--- src/acd_params.svh ---
`ifndef ACD_PARAMS_SVH
`define ACD_PARAMS_SVH

// Register byte offsets
`define ACD_OFF_CB0 8'h00
`define ACD_OFF_CB1 8'h04
`define ACD_OFF_CB2 8'h08
`define ACD_OFF_CB3 8'h0C
`define ACD_OFF_CTRL 8'h10
`define ACD_OFF_STATUS 8'h14
`define ACD_OFF_IRQ_STAT 8'h18
`define ACD_OFF_IRQ_MASK 8'h1C
`define ACD_OFF_RDATA0 8'h20
`define ACD_OFF_RDATA1 8'h24
`define ACD_OFF_SIGCFG 8'h28

// Command block byte positions
`define ACD_BYTE_SIG 4'h0
`define ACD_BYTE_SUB 4'h1
`define ACD_BYTE_ACTION 4'h2
`define ACD_BYTE_MASK 4'h3
`define ACD_BYTE_BCNT 4'h4
`define ACD_BYTE_WDATA 4'h5

// Field positions
`define ACD_CTRL_START 0
`define ACD_ACT_RDONLY 0
`define ACD_ST_BUSY 0
`define ACD_ST_FAIL 1
`define ACD_ST_NOTV 2
`define ACD_ST_SECT_LSB 16
`define ACD_IRQ_DONE 0
`define ACD_IRQ_FAIL 1
`define ACD_IRQ_NOTV 2

// Values
`define ACD_SUBCMD 8'h24
`define ACD_SIG_RST 8'h00
`define ACD_IRQ_MASK_RST 3'h0
`define ACD_SECT_ZERO 9'h100
`define ACD_ATA_ALT_ADDR 10'h3F6
`define ACD_ATA_BASE_ADDR 10'h1F0
`define ACD_LAST_SEL 3'h7

`endif

--- src/acd_pkg.sv ---
`default_nettype none
package acd_pkg;
	typedef enum logic [2:0] {
		ACD_IDLE,
		ACD_CHECK,
		ACD_SCAN,
		ACD_WAIT,
		ACD_DONE
	} acd_state_t;
	typedef logic [7:0] acd_byte_t;
endpackage
`default_nettype wire

--- src/acd_bcnt_chk.sv ---
`timescale 1ns/10ps
`default_nettype none
`include "acd_params.svh"
module acd_bcnt_chk
	import acd_pkg::*;
(
	// Clock and reset
	input wire logic pclk,
	input wire logic presetn,
	// Block count byte in, verdict out
	input wire acd_byte_t count,
	output logic legal_r,
	output logic [8:0] sectors_r
);
	logic legal_nxt;

	// Zero or a single set bit
	assign legal_nxt = ((count & 8'(count - 8'h01)) == 8'h00);

	always_ff @(posedge pclk or negedge presetn) begin
		if (!presetn) begin
			legal_r <= 1'b0;
			sectors_r <= 9'h000;
		end else begin
			legal_r <= legal_nxt;
			// Sectors per block, zero standing for the largest block
			sectors_r <= (count == 8'h00) ? `ACD_SECT_ZERO : {1'b0, count};
		end
	end
endmodule
`default_nettype wire

--- src/acd_top.sv ---
// Behaviour
// - Access only registers whose mask bit set
// - Read result always eight bytes, unselected zero
// - Accesses run ascending from bit 0
// - Mask bits map to taskfile addresses
// - Byte 4 gives sectors per block
// - Only zero or powers of two; zero=256
// - Illegal count fails the command
// - Bytes 5 to 12 carry write values
// - Write bytes map to taskfile addresses
// - Vendor block needs signature and subcommand
// - Read-only flag reads, never writes
//
// Design decisions made here: the address map and register access over APB.
`timescale 1ns/10ps
`default_nettype none
`include "acd_params.svh"
module acd_top
	import acd_pkg::*;
#(
	parameter int ADDR_W = 12
)(
	// APB clock and reset
	input wire logic pclk,
	input wire logic presetn,
	// APB slave
	input wire logic psel,
	input wire logic penable,
	input wire logic pwrite,
	input wire logic [ADDR_W-1:0] paddr,
	input wire logic [31:0] pwdata,
	input wire logic [3:0] pstrb,
	output logic [31:0] prdata,
	output logic pready,
	output logic pslverr,
	// Interrupt
	output logic irq,
	// Taskfile access port toward the drive
	output logic tf_req,
	output logic tf_wr,
	output logic [2:0] tf_sel,
	output logic [9:0] tf_addr,
	output logic [7:0] tf_wdata,
	input wire logic [7:0] tf_rdata,
	input wire logic tf_ack
);
	acd_state_t state_r, state_nxt;
	acd_byte_t cb_r [16];
	acd_byte_t rd_buf_r [8];
	acd_byte_t sig_r;
	logic [2:0] irq_stat_r, irq_mask_r, irq_ev;
	logic [2:0] idx_r;
	logic res_fail_r, res_notv_r;
	logic tf_req_r, tf_wr_r;
	logic [2:0] tf_sel_r;
	logic [9:0] tf_addr_r;
	logic [7:0] tf_wdata_r;
	logic [31:0] prdata_r, rd_mux;
	logic [7:0] off;
	logic wr_acc, setup_rd, mapped, start, busy;
	logic vendor, bc_legal, ro, hit, last, store;
	logic [7:0] mask;
	logic [8:0] sectors;

	assign off = paddr[7:0];
	assign wr_acc = psel && penable && pwrite;
	assign setup_rd = psel && !penable && !pwrite;
	assign busy = (state_r != ACD_IDLE);
	assign start = wr_acc && mapped && (off == `ACD_OFF_CTRL) && pwdata[`ACD_CTRL_START] && !busy;
	assign mask = cb_r[`ACD_BYTE_MASK];
	assign ro = cb_r[`ACD_BYTE_ACTION][`ACD_ACT_RDONLY];
	assign vendor = (cb_r[`ACD_BYTE_SIG] == sig_r) && (cb_r[`ACD_BYTE_SUB] == `ACD_SUBCMD);
	assign hit = mask[idx_r];
	assign last = (idx_r == `ACD_LAST_SEL);
	assign store = (state_r == ACD_WAIT) && tf_ack && ro;

	// Registers sit at word offsets; everything else answers with an error
	always_comb begin
		mapped = (paddr[ADDR_W-1:8] == '0) && (paddr[1:0] == 2'b00);
		rd_mux = 32'h0000_0000;
		unique case (off)
			`ACD_OFF_CB0, `ACD_OFF_CB1, `ACD_OFF_CB2, `ACD_OFF_CB3: begin
				rd_mux = {cb_r[{off[3:2], 2'd3}], cb_r[{off[3:2], 2'd2}],
					cb_r[{off[3:2], 2'd1}], cb_r[{off[3:2], 2'd0}]};
			end
			`ACD_OFF_CTRL: begin
				rd_mux = 32'h0000_0000;
			end
			`ACD_OFF_STATUS: begin
				rd_mux[`ACD_ST_BUSY] = busy;
				rd_mux[`ACD_ST_FAIL] = res_fail_r;
				rd_mux[`ACD_ST_NOTV] = res_notv_r;
				rd_mux[`ACD_ST_SECT_LSB +: 9] = sectors;
			end
			`ACD_OFF_IRQ_STAT: begin
				rd_mux[2:0] = irq_stat_r;
			end
			`ACD_OFF_IRQ_MASK: begin
				rd_mux[2:0] = irq_mask_r;
			end
			`ACD_OFF_RDATA0: begin
				rd_mux = {rd_buf_r[3], rd_buf_r[2], rd_buf_r[1], rd_buf_r[0]};
			end
			`ACD_OFF_RDATA1: begin
				rd_mux = {rd_buf_r[7], rd_buf_r[6], rd_buf_r[5], rd_buf_r[4]};
			end
			`ACD_OFF_SIGCFG: begin
				rd_mux[7:0] = sig_r;
			end
			default: begin
				mapped = 1'b0;
			end
		endcase
	end

	// Read data is latched in the setup cycle so the access phase sees a flop
	always_ff @(posedge pclk or negedge presetn) begin
		if (!presetn) begin
			prdata_r <= 32'h0000_0000;
		end else if (setup_rd) begin
			prdata_r <= mapped ? rd_mux : 32'h0000_0000;
		end
	end

	assign prdata = prdata_r;
	assign pready = 1'b1;
	assign pslverr = psel && penable && !mapped;

	// Command block is frozen while a command runs
	always_ff @(posedge pclk or negedge presetn) begin
		if (!presetn) begin
			for (int i = 0; i < 16; i++) begin
				cb_r[i] <= 8'h00;
			end
		end else if (wr_acc && mapped && !busy && (off[7:4] == 4'h0)) begin
			for (int b = 0; b < 4; b++) begin
				if (pstrb[b]) begin
					cb_r[{off[3:2], 2'(b)}] <= pwdata[8*b +: 8];
				end
			end
		end
	end

	always_ff @(posedge pclk or negedge presetn) begin
		if (!presetn) begin
			sig_r <= `ACD_SIG_RST;
		end else if (wr_acc && mapped && (off == `ACD_OFF_SIGCFG) && pstrb[0]) begin
			sig_r <= pwdata[7:0];
		end
	end

	acd_bcnt_chk u_bcnt (
		.pclk(pclk),
		.presetn(presetn),
		.count(cb_r[`ACD_BYTE_BCNT]),
		.legal_r(bc_legal),
		.sectors_r(sectors)
	);

	always_comb begin
		state_nxt = state_r;
		unique case (state_r)
			ACD_IDLE: begin
				if (start) begin
					state_nxt = ACD_CHECK;
				end
			end
			ACD_CHECK: begin
				if (!vendor || !bc_legal) begin
					state_nxt = ACD_DONE;
				end else begin
					state_nxt = ACD_SCAN;
				end
			end
			ACD_SCAN: begin
				if (hit) begin
					state_nxt = ACD_WAIT;
				end else if (last) begin
					state_nxt = ACD_DONE;
				end
			end
			ACD_WAIT: begin
				if (tf_ack) begin
					state_nxt = last ? ACD_DONE : ACD_SCAN;
				end
			end
			ACD_DONE: begin
				state_nxt = ACD_IDLE;
			end
		endcase
	end

	always_ff @(posedge pclk or negedge presetn) begin
		if (!presetn) begin
			state_r <= ACD_IDLE;
		end else begin
			state_r <= state_nxt;
		end
	end

	// One mask bit per step, lowest first; command register comes out last
	always_ff @(posedge pclk or negedge presetn) begin
		if (!presetn) begin
			idx_r <= 3'h0;
		end else if (state_r == ACD_CHECK) begin
			idx_r <= 3'h0;
		end else if (!last && (((state_r == ACD_SCAN) && !hit) ||
				((state_r == ACD_WAIT) && tf_ack))) begin
			idx_r <= idx_r + 3'h1;
		end
	end

	always_ff @(posedge pclk or negedge presetn) begin
		if (!presetn) begin
			tf_req_r <= 1'b0;
			tf_wr_r <= 1'b0;
			tf_sel_r <= 3'h0;
			tf_addr_r <= 10'h000;
			tf_wdata_r <= 8'h00;
		end else if ((state_r == ACD_SCAN) && hit) begin
			tf_req_r <= 1'b1;
			tf_wr_r <= !ro;
			tf_sel_r <= idx_r;
			tf_addr_r <= (idx_r == 3'h0) ? `ACD_ATA_ALT_ADDR :
				(`ACD_ATA_BASE_ADDR | {7'h00, idx_r});
			// Only selected bytes are ever sent; the rest are never looked at
			tf_wdata_r <= cb_r[4'(`ACD_BYTE_WDATA + {1'b0, idx_r})];
		end else if ((state_r == ACD_WAIT) && tf_ack) begin
			tf_req_r <= 1'b0;
		end
	end

	assign tf_req = tf_req_r;
	assign tf_wr = tf_wr_r;
	assign tf_sel = tf_sel_r;
	assign tf_addr = tf_addr_r;
	assign tf_wdata = tf_wdata_r;

	// Buffer is cleared at check so unselected entries read back as zero
	for (genvar g = 0; g < 8; g++) begin : g_rdbuf
		always_ff @(posedge pclk or negedge presetn) begin
			if (!presetn) begin
				rd_buf_r[g] <= 8'h00;
			end else if (state_r == ACD_CHECK) begin
				rd_buf_r[g] <= 8'h00;
			end else if (store && (idx_r == 3'(g))) begin
				rd_buf_r[g] <= tf_rdata;
			end
		end
	end

	always_ff @(posedge pclk or negedge presetn) begin
		if (!presetn) begin
			res_fail_r <= 1'b0;
			res_notv_r <= 1'b0;
		end else if (start) begin
			res_fail_r <= 1'b0;
			res_notv_r <= 1'b0;
		end else if (state_r == ACD_CHECK) begin
			res_notv_r <= !vendor;
			res_fail_r <= vendor && !bc_legal;
		end
	end

	assign irq_ev[`ACD_IRQ_DONE] = (state_r == ACD_DONE);
	assign irq_ev[`ACD_IRQ_FAIL] = (state_r == ACD_CHECK) && vendor && !bc_legal;
	assign irq_ev[`ACD_IRQ_NOTV] = (state_r == ACD_CHECK) && !vendor;

	// A new event beats a write-one-to-clear in the same cycle
	always_ff @(posedge pclk or negedge presetn) begin
		if (!presetn) begin
			irq_stat_r <= 3'h0;
		end else begin
			irq_stat_r <= irq_ev | (irq_stat_r &
				~((wr_acc && mapped && (off == `ACD_OFF_IRQ_STAT)) ? pwdata[2:0] : 3'h0));
		end
	end

	always_ff @(posedge pclk or negedge presetn) begin
		if (!presetn) begin
			irq_mask_r <= `ACD_IRQ_MASK_RST;
		end else if (wr_acc && mapped && (off == `ACD_OFF_IRQ_MASK) && pstrb[0]) begin
			irq_mask_r <= pwdata[2:0];
		end
	end

	assign irq = |(irq_stat_r & irq_mask_r);

	// Checking helpers
	logic [7:0] unsel_nz;
	logic [2:0] last_sel_r;
	logic seen_r;
	for (genvar h = 0; h < 8; h++) begin : g_unsel
		assign unsel_nz[h] = !mask[h] && (rd_buf_r[h] != 8'h00);
	end
	always_ff @(posedge pclk or negedge presetn) begin
		if (!presetn) begin
			last_sel_r <= 3'h0;
			seen_r <= 1'b0;
		end else if (state_r == ACD_CHECK) begin
			seen_r <= 1'b0;
		end else if (tf_req_r && tf_ack) begin
			last_sel_r <= tf_sel_r;
			seen_r <= 1'b1;
		end
	end
endmodule
`default_nettype wire

--- config.mk ---
export PLATFORM = sky130hd
export DESIGN_NAME = acd_top
export DESIGN_NICKNAME = d
export VERILOG_FILES = /design/src/acd_pkg.sv /design/src/acd_bcnt_chk.sv /design/src/acd_top.sv
export VERILOG_INCLUDE_DIRS = /design/src
export SDC_FILE = /design/constraint.sdc
export NUM_CORES = 1
export LEC_CHECK = 0
export BUFFER_PORTS_ARGS = -buffer_cell sky130_fd_sc_hd__buf_2
export CORE_ASPECT_RATIO = 1.1
export CORE_MARGIN = 3
export CORE_UTILIZATION = 35
export CTS_CLUSTER_DIAMETER = 60
export CTS_CLUSTER_SIZE = 14
export DETAILED_ROUTE_END_ITERATION = 6
export PLACE_DENSITY_LB_ADDON = 0.25
export SYNTH_ARGS = -nofsm -noshare
export SYNTH_HDL_FRONTEND = slang
export SYNTH_SLANG_ARGS = --single-unit
--- constraint.sdc ---
create_clock -name pclk -period 5.27 [get_ports pclk]
set_input_delay 0 -clock pclk [delete_from_list [all_inputs] [get_ports pclk]]
set_output_delay 0 -clock pclk [all_outputs]
set_load 0.03 [all_outputs]
==> reports/metrics.yaml <==
floorplanning:
  start_util: 0.360
  row_count: 74
  die-height_um: 212
  io_pins: 120
  core_area_um2: 37700
  die_w_um: 194
  die_area_um2: 41100
logic_synthesis:
  yosysMostFrequentCell: "dfrtp_1"
  yosys-top-cells-count: "dfrtp_1 (274), mux2_2 (138), nor2_1 (76)"
  synthTopCellsByArea: "dfrtp_1 (51%), mux4_2 (12%), mux2_2 (11%)"
  ys_async_sr_fraction: 1.00
  syn_area_um2: 13600
  ys_warn_count: 0
  synth.distinct_cells: 61
  ys_seq_area_frac: 0.506
  syn_inst: 1026
  syn_avg_cell_area_um2: 13.2
  synthFlopType: "dfrtp_1"
  synth_top_cell_area_share: 0.506
  ys_seq_elements: 274
  synth_edf_count: 0
  yosys.area.top_type: "dfrtp_1"
  syn-num-nets: 1094
cts:
  ctsHoldBuffers: 55
  clkLatencyLatePin_ps: 560
  cts_tree: "done"
  postCtsSetupBuffers: 0
  clockBufferDepth: 3
  htreeDepth: 1
  numCtsBuffers: 28
  cts_sinks: 274
  clockRootBuffer: "clkbuf_16"
  cts-resized-gates: 0
  clk_pin_slew_ps: 60
global_route:
  antenna_found_initial: 4
  grt_max_degree: 118
  grt_use_total: 0.199
  grt_pass1_wl_um: 62800
  grt_pass1_vias: 9624
  grt_overflow: 0
cells_and_area:
  nets: 1237
  layout-drive-gt1-share: 0.346
  final_cells: 1680
  diodes: 0
  utilization: 0.424
  synthToLayoutAreaGrowth_pct: 17.9
placed_design:
  placed_cells: 1578
  port_buffers: 117
  place_ws_ps: 1940
  hpwl_um: 30300
  place.gp.congestion: 0.855
sta:
  fmax_mhz: 303
  period_share: 0.626
  rsz0062_at_grt: "no"
  max_slew.worst_pin.slew_ps: 1120
  fin_skew_ps: 16.8
  setup_viol: 0
  hold_viol: 0
  min_period_ps: 3300
  slew_viol_final: 0
  tns_ps: 0
  slew_headroom: 0.250
  timing.final.ws_setup_ps: 1970
critical_path:
  r2r-start: "idx_r[0]"
  critPathKind: "reg -> reg"
  critPathArrivalTime_ps: 3740
  cp-end-kind: "register"
  cp_slowest_cell: "mux4_2"
  worstSetupStartpoint: "idx_r[0]"
  path_cells: "buf_4, inv_1, ha_1, buf_4, mux4_2, mux4_2, mux2_2"
  crit_fanout: 41
  start_kind: "register"
  crit_required_ps: 5710
  slowest_delay_ps: 560
worst_hold_path:
  hold_path_class: "in -> reg"
  hp-start: "paddr[9]"
pwr:
  powerDensity_nw_per_um2: 326
  leakage_nw: 7.93
  peakVddDrop_v: 0.000230
  finalPower_w: 0.00522
routing:
  dr.pass1.iters: 5
  routed-via-count: 9302
  postRouteAntennaNets: 0
  drt_iter0_drc: 644
  drcViolationCount: 0
  wl_per_cell_um: 24.4
  viasPerCell: 5.54
  drt_wl_total_um: 41000
flow_run:
  drv_cap: 0
run_status:
  outcome: "finished, final reports clean"
[cells by family after synthesis]
family	share of synthesized area
buf+inv	0.0297
mux	0.291
other cells	0.000554
compound gates	0.0814
fa+ha+maj	0.00628
simple gates	0.0799
flops	0.506
xor+xnor	0.00517
[routing by layer]
metal  wire (µm)  track usage  vias to the layer above
met4        1460       0.0661                        8
met3        2470       0.0412                       76
met1       18200        0.278                     4825
met5          56            0                        -
li1            -            -                     4116
met2       18900        0.313                      277
[sequential cells by signal, indices dropped and copies added (netlist names), 3 cells and up]
signal,flops
cb_r,120
idx_r,3
irq_mask_r,3
irq_stat_r,3
mask,8
prdata,32
rd_buf_r,64
sig_r,8
state_r,3
tf_addr,5
tf_sel,3
tf_wdata,8
u_bcnt.sectors_r,9
[through the flow]
stage          hold slack [ps]  instance area, µm²
3_5_place_dp               146               14500
6_report                  24.7               16000
5_1_grt                   65.9               16000
3_3_place_gp               152               14500
2_1_floorplan             -296               13600
4_1_cts                  0.259               16000
[final timing paths]
check / endpoint / slack [ps] / cells after the start
setup reg to reg: tf_wdata[5] / 1970 / 7
max in group asynchronous: idx_r[0] / 3800 / 3
hold reg to reg: idx_r[0] / 470 / 1
min in group asynchronous: prdata[2] / 90 / 2
setup / recovery: tf_wdata[5] / 1970 / 7
hold / removal: res_notv_r / 20 / 5
[worst max-delay path: cells and delay by family (launching register included)]
family | cells | cell delay (ps)
fa+ha+maj | 1 | 340
buf+inv | 3 | 1150
flops | 1 | 370
mux | 3 | 1310
[area by class of cell]
| class | count | area, µm² |
|---|---|---|
| clock buffers | 33 | 749 |
| flip-flops and latches | 274 | 6860 |
| fillers | 3513 | 21700 |
| repair buffers | 186 | 1250 |
| well taps | 494 | 618 |
| clock inverters | 14 | 163 |
| inverters | 12 | 45.0 |
| multi-input cells | 667 | 6300 |
[report_power, final]
| group | internal (W) | switching, W | total (W) |
|---|---|---|---|
| logic | 0.000358 | 0.000644 | 0.00100 |
| registers | 0.00216 | 0.0000611 | 0.00222 |
| clock network | 0.00112 | 0.000874 | 0.00200 |
| total | 0.00364 | 0.00158 | 0.00522 |
[layout by cell type, fill, tap and decap left out, drive strengths merged, types with 26 or more instances in the layout]
master	n
buf	131
a21oi	32
clkbuf	33
mux2i	58
dfrtp	274
dlygate4sd3	55
a22o	44
mux4	72
nor2	77
nand2	77
o21ai	26
mux2	155
No activity file was read; power rests on OpenSTA's default activity.
